[src/rtl/icc_defines.vh]
// register map, field positions, reset values and timing counts of the i2c control block
`ifndef ICC_DEFINES_VH
`define ICC_DEFINES_VH
// register indices; byte address is four times the index
`define ICC_DATA_IDX    30'h0ffe240
`define ICC_ISTAT_IDX   30'h0ffe241
`define ICC_CTL_IDX     30'h0ffe242
`define ICC_IRQST_IDX   30'h0ffe250
`define ICC_IRQMSK_IDX  30'h0ffe251
`define ICC_BAUD_IDX    30'h0ffe252
// control register fields
`define ICC_CTL_EN      7
`define ICC_CTL_START   6
`define ICC_CTL_STOP    5
`define ICC_CTL_BAUD_TIMER_IRQ_REQUEST    4
`define ICC_CTL_TXI     3
`define ICC_CTL_NAK     2
`define ICC_CTL_FLUSH   1
`define ICC_CTL_FILT    0
// interrupt status register fields
`define ICC_IST_TX_HOLDING_EMPTY_FLAG    7
`define ICC_IST_RDRF    6
`define ICC_IST_ARB     2
// sticky event bits, same layout in status and mask
`define ICC_EV_TXE      0
`define ICC_EV_BYTE     1
`define ICC_EV_ARB      2
`define ICC_EV_BAUD     3
`define ICC_EV_W        4
// reset values
`define ICC_CTL_RST     8'h00
`define ICC_BAUD_RST    16'hffff
`define ICC_MSK_RST     4'h0
// axi responses
`define ICC_RESP_OKAY   2'h0
`define ICC_RESP_SLVERR 2'h2
// filter latency in system clock cycles
`define ICC_FILT_LAT    3
// last quarter-bit phase of a bit and index of the acknowledge bit after the eight data bits
`define ICC_LAST_PHASE  2'h3
`define ICC_ACK_BIT     4'h8
`endif

[src/rtl/icc_ctrl.v]
// i2c controller control register logic with axi4-lite slave and simple master engine
//
// Local design decision: the AXI4-Lite register port.
`timescale 1ns/1ps
`default_nettype none
`include "icc_defines.vh"
module icc_ctrl #(
  parameter ADDR_W = 32
) (
  input  wire              clk,
  input  wire              srst,
  input  wire              ce,
  input  wire [ADDR_W-1:0] s_axi_awaddr,
  input  wire              s_axi_awvalid,
  output reg               s_axi_awready,
  input  wire [31:0]       s_axi_wdata,
  input  wire [3:0]        s_axi_wstrb,
  input  wire              s_axi_wvalid,
  output reg               s_axi_wready,
  output reg  [1:0]        s_axi_bresp,
  output reg               s_axi_bvalid,
  input  wire              s_axi_bready,
  input  wire [ADDR_W-1:0] s_axi_araddr,
  input  wire              s_axi_arvalid,
  output reg               s_axi_arready,
  output reg  [31:0]       s_axi_rdata,
  output reg  [1:0]        s_axi_rresp,
  output reg               s_axi_rvalid,
  input  wire              s_axi_rready,
  input  wire              slaveActive,
  input  wire              sclIn,
  output reg               sclOut,
  output reg               sclOe,
  input  wire              sdaIn,
  output reg               sdaOut,
  output reg               sdaOe,
  output reg               irq
);
  localparam S_IDLE = 5'h01;
  localparam S_STRT = 5'h02;
  localparam S_BITS = 5'h04;
  localparam S_HOLD = 5'h08;
  localparam S_STOP = 5'h10;

  reg [7:0]  ctl_r;
  reg [15:0] baud_r;
  reg [15:0] baudCnt_r;
  reg [`ICC_EV_W-1:0] irqSt_r;
  reg [`ICC_EV_W-1:0] irqMsk_r;
  reg [7:0]  dataHold_r;
  reg        dataFull_r;
  reg [7:0]  rxData_r;
  reg        rxFull_r;
  reg        arbLost_r;
  reg [4:0]  state_r;
  reg [1:0]  phase_r;
  reg [3:0]  bitCnt_r;
  reg [7:0]  shift_r;
  reg        txByte_r;
  reg        readDir_r;
  reg        sdaDrvLow_r;
  reg        sclDrvLow_r;
  reg        awHeld_r;
  reg        wHeld_r;
  reg [ADDR_W-1:0] awAddr_r;
  reg [31:0] wData_r;
  reg [3:0]  wStrb_r;
  reg [1:0]  sclSync_r;
  reg [1:0]  sdaSync_r;
  wire       sclF;
  wire       sdaF;

  // pins cross two flip-flops; only the second stage feeds the filters
  always @(posedge clk) begin
    if (srst) begin
      sclSync_r <= 2'h3;
      sdaSync_r <= 2'h3;
    end else if (ce) begin
      sclSync_r <= {sclSync_r[0], sclIn};
      sdaSync_r <= {sdaSync_r[0], sdaIn};
    end
  end

  icc_glitch_filter u_sclFilt (
    .clk  (clk),
    .srst (srst),
    .ce   (ce),
    .en   (ctl_r[`ICC_CTL_FILT]),
    .din  (sclSync_r[1]),
    .dout (sclF)
  );
  icc_glitch_filter u_sdaFilt (
    .clk  (clk),
    .srst (srst),
    .ce   (ce),
    .en   (ctl_r[`ICC_CTL_FILT]),
    .din  (sdaSync_r[1]),
    .dout (sdaF)
  );

  // bus decode of the pending write and the offered read
  wire doWr   = awHeld_r && wHeld_r && !s_axi_bvalid;
  wire [29:0] wIdx = awAddr_r[31:2];
  wire [29:0] rIdx = s_axi_araddr[31:2];
  wire wrData = doWr && wStrb_r[0] && (wIdx == `ICC_DATA_IDX);
  wire wrCtl  = doWr && wStrb_r[0] && (wIdx == `ICC_CTL_IDX);
  wire wrSt   = doWr && wStrb_r[0] && (wIdx == `ICC_IRQST_IDX);
  wire wrMsk  = doWr && wStrb_r[0] && (wIdx == `ICC_IRQMSK_IDX);
  wire wrBaud = doWr && (wIdx == `ICC_BAUD_IDX);
  wire wrHit  = (wIdx == `ICC_DATA_IDX) || (wIdx == `ICC_CTL_IDX) ||
                (wIdx == `ICC_IRQST_IDX) || (wIdx == `ICC_IRQMSK_IDX) ||
                (wIdx == `ICC_BAUD_IDX) || (wIdx == `ICC_ISTAT_IDX);
  wire rdTake = s_axi_arvalid && s_axi_arready;
  wire rdIst  = rdTake && (rIdx == `ICC_ISTAT_IDX);
  wire rdData = rdTake && (rIdx == `ICC_DATA_IDX);

  // enable as seen after this cycle's write
  wire enNow  = ctl_r[`ICC_CTL_EN];
  wire enNext = wrCtl ? wData_r[`ICC_CTL_EN] : enNow;
  // empty flag only meaningful while enabled
  wire txEmpty = enNow && !dataFull_r;

  // baud generator: quarter-bit ticks, or free timer when disabled
  // timer mode only while disabled
  wire baudRun  = enNow || ctl_r[`ICC_CTL_BAUD_TIMER_IRQ_REQUEST];
  wire baudTick = baudRun && (baudCnt_r == 16'h0001);
  always @(posedge clk) begin
    if (srst)
      baudCnt_r <= `ICC_BAUD_RST;
    else if (ce) begin
      if (!baudRun || baudTick)
        baudCnt_r <= baud_r;
      else if (baudCnt_r == 16'h0000)
        baudCnt_r <= 16'hffff; // zero reload counts as 10000h
      else
        baudCnt_r <= baudCnt_r - 16'h0001;
    end
  end

  // engine decisions at a byte boundary
  wire atEnd   = (phase_r == `ICC_LAST_PHASE);
  wire byteEnd = state_r[2] && atEnd && (bitCnt_r == `ICC_ACK_BIT);
  wire goTx    = !readDir_r && dataFull_r;
  wire goRx    = readDir_r && !rxFull_r;
  // sampling point: scl high, third quarter
  wire sampleNow = baudTick && state_r[2] && (phase_r == 2'h2);
  wire ackBit    = (bitCnt_r == `ICC_ACK_BIT);
  wire releasedTx = txByte_r && !ackBit && shift_r[7];
  // we left sda high but the bus shows low
  wire arbHit = sampleNow && releasedTx && !sdaF;

  // hardware clears of the request bits
  wire stopDone  = baudTick && state_r[4] && atEnd;
  wire startDone = baudTick && state_r[1] && atEnd;
  wire nakDone   = baudTick && state_r[2] && atEnd && ackBit && !txByte_r;
  wire startSlv  = ctl_r[`ICC_CTL_START] && slaveActive;

  // control register
  always @(posedge clk) begin
    if (srst)
      ctl_r <= `ICC_CTL_RST;
    else if (ce) begin
      if (wrCtl) begin
        ctl_r[`ICC_CTL_EN]   <= wData_r[`ICC_CTL_EN];
        ctl_r[`ICC_CTL_BAUD_TIMER_IRQ_REQUEST] <= wData_r[`ICC_CTL_BAUD_TIMER_IRQ_REQUEST];
        ctl_r[`ICC_CTL_TXI]  <= wData_r[`ICC_CTL_TXI];
        ctl_r[`ICC_CTL_FILT] <= wData_r[`ICC_CTL_FILT];
      end
      // flush is a strobe, never stored
      ctl_r[`ICC_CTL_FLUSH] <= 1'b0;
      // start: write one sets, hardware clears
      if (!enNext)
        ctl_r[`ICC_CTL_START] <= 1'b0;
      else if (wrCtl && wData_r[`ICC_CTL_START])
        ctl_r[`ICC_CTL_START] <= 1'b1;
      else if (startDone || startSlv || arbHit)
        ctl_r[`ICC_CTL_START] <= 1'b0;
      // stop: write one sets, hardware clears
      if (!enNext)
        ctl_r[`ICC_CTL_STOP] <= 1'b0;
      else if (wrCtl && wData_r[`ICC_CTL_STOP])
        ctl_r[`ICC_CTL_STOP] <= 1'b1;
      else if (stopDone || slaveActive || arbHit)
        ctl_r[`ICC_CTL_STOP] <= 1'b0;
      // nak: write one sets, cleared once sent
      if (!enNext)
        ctl_r[`ICC_CTL_NAK] <= 1'b0;
      else if (wrCtl && wData_r[`ICC_CTL_NAK])
        ctl_r[`ICC_CTL_NAK] <= 1'b1;
      else if (nakDone && ctl_r[`ICC_CTL_NAK])
        ctl_r[`ICC_CTL_NAK] <= 1'b0;
    end
  end

  // other software registers
  always @(posedge clk) begin
    if (srst) begin
      baud_r   <= `ICC_BAUD_RST;
      irqMsk_r <= `ICC_MSK_RST;
    end else if (ce) begin
      if (wrBaud && wStrb_r[0])
        baud_r[7:0] <= wData_r[7:0];
      if (wrBaud && wStrb_r[1])
        baud_r[15:8] <= wData_r[15:8];
      if (wrMsk)
        irqMsk_r <= wData_r[`ICC_EV_W-1:0];
    end
  end

  // events; set wins over a write-one clear in the same cycle
  wire [`ICC_EV_W-1:0] evSet;
  // empty condition raises an event only with its enable
  assign evSet[`ICC_EV_TXE]  = txEmpty && ctl_r[`ICC_CTL_TXI];
  assign evSet[`ICC_EV_BYTE] = byteEnd && baudTick;
  assign evSet[`ICC_EV_ARB]  = arbHit || startSlv;
  assign evSet[`ICC_EV_BAUD] = baudTick && !enNow;
  wire [`ICC_EV_W-1:0] evClr = wrSt ? wData_r[`ICC_EV_W-1:0] : {`ICC_EV_W{1'b0}};
  always @(posedge clk) begin
    if (srst) begin
      irqSt_r <= {`ICC_EV_W{1'b0}};
      irq     <= 1'b0;
    end else if (ce) begin
      irqSt_r <= (irqSt_r & ~evClr) | evSet;
      irq     <= |(irqSt_r & irqMsk_r);
    end
  end

  // arbitration lost flag, read of status clears, new loss wins
  always @(posedge clk) begin
    if (srst)
      arbLost_r <= 1'b0;
    else if (ce) begin
      if (arbHit || startSlv)
        arbLost_r <= 1'b1; // lost arbitration, or slave owns the bus
      else if (rdIst || !enNow)
        arbLost_r <= 1'b0;
    end
  end

  // master engine: one tick is a quarter bit period
  always @(posedge clk) begin
    if (srst) begin
      state_r     <= S_IDLE;
      phase_r     <= 2'h0;
      bitCnt_r    <= 4'h0;
      shift_r     <= 8'h00;
      txByte_r    <= 1'b0;
      readDir_r   <= 1'b0;
      sdaDrvLow_r <= 1'b0;
      sclDrvLow_r <= 1'b0;
      dataHold_r  <= 8'h00;
      dataFull_r  <= 1'b0;
      rxData_r    <= 8'h00;
      rxFull_r    <= 1'b0;
    end else if (ce) begin
      // software load fills the holding register
      if (wrData) begin
        dataHold_r <= wData_r[7:0];
        dataFull_r <= 1'b1;
      end
      // flush empties it, which raises the empty flag
      if (wrCtl && wData_r[`ICC_CTL_FLUSH])
        dataFull_r <= 1'b0;
      if (rdData)
        rxFull_r <= 1'b0;
      if (!enNow || arbHit) begin
        // disabled or beaten: release both lines
        state_r     <= S_IDLE;
        phase_r     <= 2'h0;
        sdaDrvLow_r <= 1'b0;
        sclDrvLow_r <= 1'b0;
      end else if (baudTick) begin
        phase_r <= phase_r + 2'h1;
        case (state_r)
          S_IDLE: begin
            phase_r <= 2'h0;
            // start waits for a byte to send and a released clock line
            if (ctl_r[`ICC_CTL_START] && dataFull_r && !slaveActive && sclF)
              state_r <= S_STRT;
          end
          S_STRT: begin
            // release sda, raise scl, pull sda, pull scl
            case (phase_r)
              2'h0: sdaDrvLow_r <= 1'b0;
              2'h1: sclDrvLow_r <= 1'b0;
              2'h2: sdaDrvLow_r <= 1'b1;
              default: begin
                sclDrvLow_r <= 1'b1;
                shift_r     <= dataHold_r;
                readDir_r   <= dataHold_r[0];
                txByte_r    <= 1'b1;
                dataFull_r  <= wrData;
                bitCnt_r    <= 4'h0;
                state_r     <= S_BITS;
              end
            endcase
          end
          S_BITS: begin
            case (phase_r)
              2'h0: begin
                if (ackBit)
                  // acknowledge received bytes unless nak requested
                  sdaDrvLow_r <= !txByte_r && !ctl_r[`ICC_CTL_NAK];
                else
                  sdaDrvLow_r <= txByte_r && !shift_r[7];
              end
              2'h1: sclDrvLow_r <= 1'b0;
              2'h2: begin
                if (!ackBit && !txByte_r)
                  shift_r <= {shift_r[6:0], sdaF};
              end
              default: begin
                sclDrvLow_r <= 1'b1;
                if (!ackBit && txByte_r)
                  shift_r <= {shift_r[6:0], 1'b0};
                bitCnt_r <= bitCnt_r + 4'h1;
                if (ackBit) begin
                  bitCnt_r <= 4'h0;
                  if (!txByte_r) begin
                    rxData_r <= shift_r;
                    rxFull_r <= 1'b1;
                  end
                  state_r <= S_HOLD;
                end
              end
            endcase
          end
          S_HOLD: begin
            // scl held low until the next step is known
            phase_r <= 2'h0;
            if (ctl_r[`ICC_CTL_STOP])
              state_r <= S_STOP;
            // repeated start after the finished byte
            else if (ctl_r[`ICC_CTL_START] && dataFull_r)
              state_r <= S_STRT;
            else if (goTx) begin
              shift_r    <= dataHold_r;
              txByte_r   <= 1'b1;
              dataFull_r <= wrData;
              state_r    <= S_BITS;
            end else if (goRx) begin
              txByte_r <= 1'b0;
              state_r  <= S_BITS;
            end
          end
          S_STOP: begin
            // pull sda, raise scl, release sda
            case (phase_r)
              2'h0: sdaDrvLow_r <= 1'b1;
              2'h1: sclDrvLow_r <= 1'b0;
              2'h2: sdaDrvLow_r <= 1'b0;
              default: state_r <= S_IDLE;
            endcase
          end
          default: state_r <= S_IDLE;
        endcase
      end
    end
  end

  // open-drain pins: level always low, enable pulls
  always @(posedge clk) begin
    if (srst) begin
      sclOut <= 1'b0;
      sdaOut <= 1'b0;
      sclOe  <= 1'b0;
      sdaOe  <= 1'b0;
    end else if (ce) begin
      sclOut <= 1'b0;
      sdaOut <= 1'b0;
      sclOe  <= sclDrvLow_r;
      sdaOe  <= sdaDrvLow_r;
    end
  end

  // read data mux
  reg [31:0] rMux;
  reg        rHit;
  always @* begin
    rMux = 32'h00000000;
    rHit = 1'b1;
    case (rIdx)
      `ICC_DATA_IDX:   rMux[7:0] = rxData_r;
      `ICC_ISTAT_IDX: begin
        rMux[`ICC_IST_TX_HOLDING_EMPTY_FLAG] = txEmpty;
        rMux[`ICC_IST_RDRF] = rxFull_r;
        rMux[`ICC_IST_ARB]  = arbLost_r;
      end
      `ICC_CTL_IDX:    rMux[7:0] = ctl_r & ~(8'h01 << `ICC_CTL_FLUSH);
      `ICC_IRQST_IDX:  rMux[`ICC_EV_W-1:0] = irqSt_r;
      `ICC_IRQMSK_IDX: rMux[`ICC_EV_W-1:0] = irqMsk_r;
      `ICC_BAUD_IDX:   rMux[15:0] = baud_r;
      default:         rHit = 1'b0;
    endcase
  end

  // axi4-lite write: address and data in either order, one response
  always @(posedge clk) begin
    if (srst) begin
      s_axi_awready <= 1'b1;
      s_axi_wready  <= 1'b1;
      s_axi_bvalid  <= 1'b0;
      s_axi_bresp   <= `ICC_RESP_OKAY;
      awHeld_r      <= 1'b0;
      wHeld_r       <= 1'b0;
      awAddr_r      <= {ADDR_W{1'b0}};
      wData_r       <= 32'h00000000;
      wStrb_r       <= 4'h0;
    end else if (ce) begin
      if (s_axi_awvalid && s_axi_awready) begin
        awAddr_r      <= s_axi_awaddr;
        awHeld_r      <= 1'b1;
        s_axi_awready <= 1'b0;
      end
      if (s_axi_wvalid && s_axi_wready) begin
        wData_r      <= s_axi_wdata;
        wStrb_r      <= s_axi_wstrb;
        wHeld_r      <= 1'b1;
        s_axi_wready <= 1'b0;
      end
      if (doWr) begin
        awHeld_r     <= 1'b0;
        wHeld_r      <= 1'b0;
        s_axi_bvalid <= 1'b1;
        s_axi_bresp  <= wrHit ? `ICC_RESP_OKAY : `ICC_RESP_SLVERR;
      end
      if (s_axi_bvalid && s_axi_bready) begin
        s_axi_bvalid  <= 1'b0;
        s_axi_awready <= 1'b1;
        s_axi_wready  <= 1'b1;
      end
    end
  end

  // axi4-lite read: answer one cycle after the address is taken
  always @(posedge clk) begin
    if (srst) begin
      s_axi_arready <= 1'b1;
      s_axi_rvalid  <= 1'b0;
      s_axi_rdata   <= 32'h00000000;
      s_axi_rresp   <= `ICC_RESP_OKAY;
    end else if (ce) begin
      if (rdTake) begin
        s_axi_arready <= 1'b0;
        s_axi_rvalid  <= 1'b1;
        s_axi_rdata   <= rMux;
        s_axi_rresp   <= rHit ? `ICC_RESP_OKAY : `ICC_RESP_SLVERR;
      end else if (s_axi_rvalid && s_axi_rready) begin
        s_axi_rvalid  <= 1'b0;
        s_axi_arready <= 1'b1;
      end
    end
  end
endmodule // icc_ctrl
`default_nettype wire

[src/rtl/icc_glitch_filter.v]
// spike filter for one synchronised bus input
`timescale 1ns/1ps
`default_nettype none
module icc_glitch_filter (
  input  wire clk,
  input  wire srst,
  input  wire ce,
  input  wire en,
  input  wire din,
  output wire dout
);
  reg s0_r;
  reg s1_r;
  reg hold_r;

  // new level accepted only after two equal samples; one-cycle spikes never pass
  always @(posedge clk) begin
    if (srst) begin
      s0_r   <= 1'b1;
      s1_r   <= 1'b1;
      hold_r <= 1'b1;
    end else if (ce) begin
      s0_r <= din;
      s1_r <= s0_r;
      if (s0_r == s1_r)
        hold_r <= s1_r;
    end
  end

  // bypass when off; when on the path is three cycles longer
  assign dout = en ? hold_r : din;
endmodule // icc_glitch_filter
`default_nettype wire

[config.mk]
export PLATFORM = sky130hd
export DESIGN_NAME = icc_ctrl
export DESIGN_NICKNAME = d
export VERILOG_FILES = /design/src/rtl/icc_ctrl.v /design/src/rtl/icc_glitch_filter.v
export VERILOG_INCLUDE_DIRS = /design/src /design/src/rtl
export SDC_FILE = /design/constraint.sdc
export NUM_CORES = 1
export LEC_CHECK = 0
export ABC_AREA = 1
export BUFFER_PORTS_ARGS = -buffer_cell sky130_fd_sc_hd__buf_2
export CAP_MARGIN = 25
export CELL_PAD_IN_SITES_DETAIL_PLACEMENT = 0
export CELL_PAD_IN_SITES_GLOBAL_PLACEMENT = 1
export CORE_MARGIN = 2
export CORE_UTILIZATION = 36
export DETAILED_ROUTE_END_ITERATION = 8
export GPL_ROUTABILITY_DRIVEN = 0
export PLACE_DENSITY_LB_ADDON = 0.12
export RECOVER_POWER = 100
export SLEW_MARGIN = 15
export SYNTH_ARGS = -nofsm -noshare
export SYNTH_HDL_FRONTEND = slang
export SYNTH_SLANG_ARGS = --single-unit
[constraint.sdc]
create_clock -name clk -period 1.65 [get_ports clk]
set_input_delay 0.33 -clock clk [delete_from_list [all_inputs] [get_ports clk]]
set_output_delay 0.33 -clock clk [all_outputs]
set_load 0.005 [all_outputs]
# ---- After elaboration in Yosys (flattened, before gate mapping)
# Index checks and enable logic that the tools add are counted.
dict set report totals {
  inputBits 111
  word_cells 334
  out_inout_bits 46
  reg_bits 179
}
dict set report classes {
  eq_ne 47
  muxes 101
  n_bitwise 7
  add_sub_neg 3
  reduce_logical 129
}
# op count
set ops {}
lappend ops {{== test 30 x 24 -> 1 bit (second input constant)} 12}
lappend ops {{two-way mux 1 bit} 56}
lappend ops {{two-way mux 8 bit} 7}
lappend ops {{two-way mux 5 bit} 11}
lappend ops {{logical AND 1 bit} 51}
lappend ops {{AND reduction 2 bit} 22}
lappend ops {{two-way mux 16 bit} 2}
lappend ops {{!= test 3 bit (second input constant)} 10}
lappend ops {{case mux 5 bit (5 select lines)} 1}
lappend ops {{case mux 8 bit (3 select lines)} 1}
lappend ops {{nonzero test 2 bit} 10}
lappend ops {{== test 16 x 1 -> 1 bit (second input constant)} 1}
lappend ops {{zero test 16 bit} 1}
lappend ops {{two-way mux 4 bit} 4}
lappend ops {{case mux 8 bit (2 select lines)} 1}
lappend ops {{AND reduction 8 bit} 2}
lappend ops {{subtractor 16 x 1 -> 16 bit (second input constant)} 1}
lappend ops {{logical OR 1 bit} 14}
lappend ops {{zero test 1 bit} 12}
lappend ops {{!= test 2 bit (second input constant)} 6}
lappend ops {{case mux 1 bit (2 select lines)} 6}
lappend ops {{AND reduction 6 bit} 2}
lappend ops {{AND reduction 11 bit} 1}
lappend ops {{two-way mux 2 bit} 5}
lappend ops {{other kinds (36)} 48}

# ---- Logic depth before layout (Yosys ltp)
# Gate-level depths: netlist (run 1).
dict set report depth {
  word_depth 12
  mapped_depth 13
}

# ---- Hierarchy
# A second synthesis (run 1) with hierarchy kept.
dict set report unflattened {
  cells_unflattened 1242
  hier_area_um2 8727.1
}
# mod instances area_each_um2 seq_area_each_um2 cells_each
set by_module_without_submodules {}
lappend by_module_without_submodules {icc_ctrl 1 8449.4 3383.2 1204}
lappend by_module_without_submodules {icc_glitch_filter 2 138.9 60.1 19}

# ---- Worst setup path before layout (run 1)
# No wires, ideal clock.
dict set report synth_path {
  kind {reg2reg}
  start {register phase_r[0]}
  end {register txByte_r}
  required_ns 1.519
  setup_ns 0.131
  period_less_slack_ns 1.713
  arrival_time_ns 1.582
  stages_incl_launch_ff 13
  slack_ns -0.063
  cell_sequence {dfxtp_1 > inv_1 > ha_1 > inv_1 > nor3_1 > nand3_2 > nor2_4 > nor2_8 > nand3_4 > buf_8 > nor2_2 > o21ai_2 > a21oi_2}
}
dict set report synth_between {
  elab_chain_len 7
  word_cells_on_any_way 11
}
# item line
set synth_lines {}
lappend synth_lines {{start: declaration} icc_ctrl.v:56} ;# reg [1:0] phase_r;
lappend synth_lines {{start signal: assignment} icc_ctrl.v:273} ;# phase_r <= phase_r + 2'h1;
lappend synth_lines {{== test 2 bit} {icc_ctrl.v:146, icc_ctrl.v:283}}
lappend synth_lines {{logical AND 1 bit} icc_ctrl.v:146} ;# wire sampleNow = baudTick && state_r[2] && (phase_r == 2'h2);
lappend synth_lines {{logical AND 1 bit (2 in a row)} icc_ctrl.v:150} ;# wire arbHit = sampleNow && releasedTx && !sdaF;
lappend synth_lines {{logical OR 1 bit} icc_ctrl.v:266} ;# if (!enNow || arbHit) begin
lappend synth_lines {{NOT 1 bit (no source line)} n/a}
lappend synth_lines {{AND reduction 8 bit (no source line) (*)} n/a}
lappend synth_lines {{end signal: assignment} icc_ctrl.v:247} ;# txByte_r <= 1'b0;
lappend synth_lines {{end signal: assignment} icc_ctrl.v:291} ;# txByte_r <= 1'b1;
lappend synth_lines {{end signal: assignment} icc_ctrl.v:338} ;# txByte_r <= 1'b1;
lappend synth_lines {{end: declaration} icc_ctrl.v:59} ;# reg txByte_r;
# Mark *: on every way between the ends. The rest lies on a longest branch, timed or not.
# A chain may end at the register's enable or synchronous reset.

# ---- Worst setup path in the final report (run 1)
dict set report layout_path {
  start {register bitCnt_r[0]}
  end {register txByte_r}
}
dict set report layout_between {
  elab_chain_len 9
}
# item line
set layout_lines {}
lappend layout_lines {{start: declaration} icc_ctrl.v:57} ;# reg [3:0] bitCnt_r;
lappend layout_lines {{start signal: assignment} icc_ctrl.v:316} ;# bitCnt_r <= bitCnt_r + 4'h1;
lappend layout_lines {{== test 4 bit (no source line)} n/a}
lappend layout_lines {{zero test 1 bit} icc_ctrl.v:148} ;# wire releasedTx = txByte_r && !ackBit && shift_r[7];
lappend layout_lines {{logical AND 1 bit (2 in a row)} icc_ctrl.v:148}
lappend layout_lines {{logical AND 1 bit (2 in a row)} icc_ctrl.v:150}
lappend layout_lines {{logical OR 1 bit} icc_ctrl.v:266}
lappend layout_lines {{NOT 1 bit (no source line)} n/a}
lappend layout_lines {{AND reduction 8 bit (no source line)} n/a}
# No other way between the ends.

==> results of run 1 <==
==> cell families after synthesis <==
logic type	count (synthesis)	share of synthesized area, %
DFF	175	40.89
AOI/OAI and AO/OA	310	19.67
adders and majority gates	9	1.314
xor gates and xnor gates	5	0.5111
other	1	0.04377
and+or+nand+nor	528	28.32
buffers and inverters	182	9.245
==> power breakdown <==
group,internal [mW],leakage [nW],switching (mW)
sequential,4.37,1.43,0.104
combinational,0.406,3.42,0.529
clock,2.05,0.293,2.01
==> routing by layer <==
layer	GRT usage (%)	up-vias
met2	36.00	159
li1	-	4586
met1	28.77	4085
met4	7.636	0
met3	3.402	43
met5	0	-
==> stage by stage <==
step | cells | cell area (sq um) | total power, mW | hold WS [ns]
3_3_place_gp | 1764 | 10660 | 5.426 | 0.4335
5_1_grt | 1818 | 12220 | 9.847 | 0.1233
2_1_floorplan | 1229 | 8655 | 5.011 | 0.4231
4_1_cts | 1806 | 11740 | 9.515 | 0.1061
3_5_place_dp | 1764 | 10660 | 5.434 | 0.4373
6_report | 1819 | 12220 | 9.466 | 0.1172
==> timing repair <==
item | CTS | global route
setup buffers | 8 | 10
endpoints found under the setup margin | 86 | 91
gates resized for setup | 112 | 138
gates cloned | 3 | 2
hold buffers | 0 | 0
pin swaps | 38 | 60
==> state kept, by name, indices dropped and copies added (netlist names), 5 cells and up <==
| signal | cells |
|---|---|
| awAddr_r | 30 |
| baudCnt_r | 16 |
| baud_r | 16 |
| s_axi_rdata | 16 |
| wData_r | 16 |
| dataHold_r | 8 |
| rxData_r | 8 |
| shift_r | 8 |
| ctl_r | 7 |
| state_r | 5 |
==> cells in the mapped netlist (all sizes together), types with 2 or more instances <==
cell	instances	area, sq um
nor2	128	580.6
ha	9	112.6
o22ai	2	12.51
o2111ai	2	17.52
o211ai	24	180.2
clkbuf	40	150.1
and2	3	18.77
nor3	32	170.2
buf	30	221.5
o221ai	5	43.79
nand4	22	150.1
inv	112	420.4
a31oi	2	12.51
and3	2	12.51
dfxtp	175	3503
nand3	100	540.5
nand3b	2	15.01
or2	2	15.02
nand2	236	910.9
a21oi	134	685.7
o21ai	136	691.9
xor2	5	43.79
==> critical path, cell delays in order, from the launching register on <==
cell     delay, ns
dfxtp_2       0.33
inv_2         0.07
ha_4          0.14
nand2_4       0.05
nor2_4        0.10
nor2_2        0.04
nand3_2       0.09
nor2_4        0.05
nor2_8        0.15
nand3_4       0.13
buf_4         0.17
buf_6         0.11
o21ai_2       0.13
a21oi_2       0.06
==> final timing paths <==
check	start	end	cells after the start
setup reg to reg	bitCnt_r[0]$_SDFFE_PP0P_	txByte_r$_SDFFE_PP0P_	13
hold / removal	sdaIn	sdaSync_r[0]$_SDFFE_PP1P_	3
hold reg to reg	wHeld_r$_SDFFE_PP0P_	wHeld_r$_SDFFE_PP0P_	2
setup / recovery	bitCnt_r[0]$_SDFFE_PP0P_	txByte_r$_SDFFE_PP0P_	13
==> final cells by class <==
class / count / area, sq um / share of cell area (%)
Timing Repair Buffer: 306 / 2248 / 18.40
Inverter: 112 / 445.4 / 3.645
Antenna cell: 1 / 2.502 / 0.02048
Clock inverter: 15 / 170.2 / 1.392
Sequential cell: 175 / 3528 / 28.87
Tap cell: 319 / 399.1 / 3.266
Multi-Input combinational cell: 874 / 5002 / 40.93
Clock buffer: 17 / 425.4 / 3.481
==> cell usage in the layout, fill, tap and decap left out, types with 12 or more instances in the layout <==
cell type    n
a21oi_2     14
nand2_1    202
inv_2       16
nand3_1     83
dfxtp_1    155
nand2_2     26
nor2_2      16
conb_1      20
buf_2      114
nor3_1      12
o211ai_1    24
buf_4      158
nor2_1      88
nand4_1     20
inv_1       89
o21ai_0     98
nor2_4      23
o21ai_1     27
buf_6       20
dfxtp_2     20
nor3_2      15
a21oi_1    119
clkbuf_16   18
nand3_2     12
==> reports/metrics.csv, run 1 <==
metric,value,unit
portBuffers,114,
edff_count_synth,0,
fin_skew,0.01399,ns
initial_core_util,36.61,%
p_leak,5.142,nW
finalSetupViolCount,39,
async_flop_share,0,%
clock_insertion_delay_worst_skew,0.44,ns
root_buf_cell,clkbuf_16,
grt_setup_unrepaired,true,
timing.critical_path.to_type,flip-flop,
run_status,finished with violations,
io_pins,157,
drv_cap,0,
min_path_type,input port to flip-flop,
dr.max_layer_used,met4,
global_route_wire_length_before_repair,42950,um
grt_pass1_vias,8417,
core_region_area,23400,sq um
cell_count_after_synthesis,1210,
met2WireLength,12520,um
dieArea,25050,sq um
slew_viol_final,0,
tightest_slew,0.8031,ns
postLayoutCoreUtil,52.22,%
cts_buffers,17,
pre_cts_ws,-0.2123,ns
vdd.ir_drop.worst,640.8,uV
mappedNetlistArea,8567,sq um
synthToLayoutAreaGrowth,42.66,%
r2r_setup_slack,-0.10,ns
critPathRequiredTime,1.94,ns
critical_path.max_fanout,4,
setup-tns-final,-2.245,ns
grt_util_all_layers,21.73,%
cts_max_path_bufs,2,
hold_viol,0,
grt_overflow_total,0,
startpoint_type,flip-flop,
synth-seq-cells,175,
syn_area_per_cell,7.080,sq um
final_routed_drc_violation_total,0,
cts_tree,yes,
cts.htree.levels,4,
number_of_violations_reported_at_the_end_of_detailed_routing_iteration_0,369,
fin_crit_share,106.3,%
critical_setup_path_kind,flip-flop to flip-flop,
arrival,2.04,ns
ys.warnings.count,0,
wl_met3,892,um
slew_headroom,46.46,%
fraction_of_layout_instances_using_a_drive_strength_above_1,35.56,%
ant_nets,0,
number_of_distinct_library_cell_variants_in_the_gate_level_netlist_after_synthesis,47,
failed_checks,setup timing,
vias_per_cell,4.878,
fillCellCount,2381,
die_y,158.3,um
finalNetCount,1606,
clock-sinks,175,
clock.fmax,0.5699,GHz
antenna_found_initial,1,
period_needed,1.755,ns
vias,8873,
hpwlAfterDp,19590,um
synth_seq_area_share,40.89,%
final.setup.worst_slack,-0.1046,ns
cellPowerDensity,774.5,nW/um^2
drt_first_pass_iters,7,
fp-row-count,56,
detail_route.wirelength,27050,um
synth_flop_cell,dfxtp_1,
wl_per_cell,14.87,um
routedLengthMet1,12870,um
maximum_number_of_pins_on_one_net_before_global_route_repair,60,
cts.reportedPaths.clkPinSlew,0.07,ns
horizontal_die_dimension,158.3,um
Power figures use the tool's default switching activity.
==> run 2, diff against run 1 <==
--- a/config.mk
+++ b/config.mk
@@ -11,7 +11,8 @@
 export CAP_MARGIN = 25
 export CELL_PAD_IN_SITES_DETAIL_PLACEMENT = 0
 export CELL_PAD_IN_SITES_GLOBAL_PLACEMENT = 1
-export CORE_MARGIN = 2
+export CORE_ASPECT_RATIO = 0.5
+export CORE_MARGIN = 4
 export CORE_UTILIZATION = 36
 export DETAILED_ROUTE_END_ITERATION = 8
 export GPL_ROUTABILITY_DRIVEN = 0
==> run 2 against run 1 <==
Compared with the run above: the run still ends with setup timing left; first-iteration DRC count is 42% higher; highest routed layer is now met5; worst setup slack got worse by 0.024 ns; fmax down 1.3%; combinational power is 0.5% higher; die area is 5.7% higher; core utilization up 0.60 points; critical path type unchanged.
==> reports/metrics.csv, run 2 (synthesized netlist as in run 1, its figures left out) <==
metric,value,unit,change
fin_crit_share,107.8,%,+1.4 points
commonest_cells_after_routing_fill_and_taps_aside,"nand2_1, buf_4, dfxtp_1",,
startpoint_type,flip-flop,,
largest_register_ffs,30,,unchanged
fin_skew,0.01108,ns,-0.002906 ns
finalSetupViolCount,46,,+18%
critPathRequiredTime,1.98,ns,+0.04 ns
initial_core_util,37.12,%,+0.51 points
global_route_wire_length_before_repair,43390,um,+1.0%
timing.critical_path.to_type,flip-flop,,
period_needed,1.779,ns,+0.02392 ns
number_of_violations_reported_at_the_end_of_detailed_routing_iteration_0,524,,+42%
hold_viol,0,,unchanged
fraction_of_layout_instances_using_a_drive_strength_above_1,35.06,%,-0.50 points
cts_hold_repair.buffers,0,,unchanged
io_pins,157,,unchanged
run_status,finished with violations,,
vias_per_cell,4.941,,+1.3%
maximum_number_of_pins_on_one_net_before_global_route_repair,60,,unchanged
ant_nets,0,,unchanged
arrival,2.11,ns,+0.07 ns
cts_tree,yes,,
die_y,117.1,um,-26%
antenna_found_initial,1,,unchanged
antennaDiodeCount,0,,-1
final.setup.worst_slack,-0.1286,ns,-0.02392 ns
grt_pass1_vias,8549,,+1.6%
tightest_slew,0.7858,ns,-0.01729 ns
detail_route.wirelength,27630,um,+2.1%
wl_per_cell,15.22,um,+2.3%
synthToLayoutAreaGrowth,42.31,%,
finalNetCount,1616,,+0.62%
cts_max_path_bufs,2,,unchanged
drv_cap,0,,unchanged
dieArea,26480,sq um,+5.7%
fillCellCount,2323,,-2.4%
cts_buffers,17,,unchanged
hpwlAfterDp,20580,um,+5.1%
portBuffers,114,,unchanged
grt_overflow_total,0,,unchanged
failed_checks,setup timing,,
cts.htree.levels,4,,unchanged
pre_cts_ws,-0.2877,ns,-0.07539 ns
core_region_area,23080,sq um,-1.4%
clock_insertion_delay_worst_skew,0.45,ns,about the same
cts.reportedPaths.clkPinSlew,0.07,ns,about the same
cellPowerDensity,776.4,nW/um^2,+0.25%
multi_input_comb_area,5045,sq um,+0.85%
clock.fmax,0.5623,GHz,-1.3%
slew_viol_final,0,,unchanged
final_routed_drc_violation_total,0,,unchanged
critical_setup_path_kind,flip-flop to flip-flop,,
commonest_non_fill_non_tap_cell_in_the_layout,nand2_1,,
vias,8973,,+1.1%
critical_path.max_fanout,7,,+3
seq_area,3527,sq um,about the same
vdd.ir_drop.worst,589.8,uV,-8.0%
slew_headroom,47.61,%,+1.2 points
post_route_non_filler_standard_cell_count,1816,,-0.16%
root_buf_cell,clkbuf_16,,
min_path_type,input port to flip-flop,,
grt_util_all_layers,20.76,%,-0.97 points
drt_first_pass_iters,5,,-2
grt_setup_unrepaired,true,,
setup-tns-final,-3.116,ns,-0.8712 ns
numPlacedInstances,1755,,-0.51%
horizontal_die_dimension,226.2,um,+43%
p_leak,5.066,nW,-1.5%
r2r_setup_slack,-0.13,ns,-0.02 ns
fp-row-count,39,,-30%
most_flops_register,awAddr_r,,
clock-sinks,175,,unchanged
[run 2: cell count changes in the layout (fill, tap and decap cells not counted), sizes merged]
| cell | before | now |
|---|---|---|
| bufinv | 0 | 1 |
| clkinv | 8 | 1 |
| buf | 304 | 289 |
| clkinvlp | 0 | 5 |
| nand3 | 101 | 100 |
| diode | 1 | 0 |
| clkbuf | 19 | 46 |
[run 2: timing repair]
action	4_1_cts	5_1_grt
gates cloned	1	3
pin swaps	48	56
buffers inserted	8	18
gates resized for setup	112	159
setup endpoints to repair	86	94
[run 2: layout make-up]
type                    instances  share of cell area (%)
repair buffers                317                   18.11
inverters                     112                   3.654
flip-flops and latches        175                   28.93
clock buffers                  18                   3.520
well taps                     307                   3.151
clock inverters                14                   1.252
multi-input cells             873                   41.38
[run 2: worst max-delay path, stage by stage (launching register included)]
cell and delay (ns):
dfxtp_2 0.32, inv_2 0.07, ha_4 0.14, inv_4 0.04
nor3_4 0.17, nand3_2 0.15, nor2_4 0.16, nor2_8 0.05
nand3_4 0.17, buf_4 0.16, nor2_4 0.04, o21ai_0 0.14
nor2_1 0.05
[run 2: layer usage]
layer  global-route usage [%]  up-vias  routed length [um]
li1                         -     4604                   -
met1                    29.18     4219               14030
met2                    33.08      133               12260
met3                    3.962       15                1102
met4                    5.511        2                 224
met5                        0        -                  13
[run 2: worst paths after layout]
kind | from | depth (start not counted) | to
max | phase_r[0]$_SDFFE_PP0P_ | 12 | shift_r[6]$_SDFFE_PP0P_
min | sclIn | 3 | sclSync_r[0]$_SDFFE_PP1P_
max reg2reg | phase_r[0]$_SDFFE_PP0P_ | 12 | shift_r[6]$_SDFFE_PP0P_
min reg2reg | wHeld_r$_SDFFE_PP0P_ | 2 | wHeld_r$_SDFFE_PP0P_
[run 2: per-stage QoR]
step | utilization (%) | power [mW] | area [sq um] | hold slack (ns)
after global routing | 52.82 | 9.864 | 12190 | 0.08957
after global placement | 46.09 | 5.415 | 10640 | 0.4312
after floorplan | - | 5.011 | 8655 | 0.4231
after detailed placement | 46.09 | 5.435 | 10640 | 0.4361
after CTS | 50.34 | 9.520 | 11620 | 0.07419
final | 52.82 | 9.466 | 12190 | 0.09533
[run 2: power by group]
group	switching, mW	internal (mW)	leakage, nW	total [mW]
registers	0.102	4.37	1.43	4.47
clock network	1.92	2.14	0.269	4.06
logic	0.543	0.398	3.37	0.940
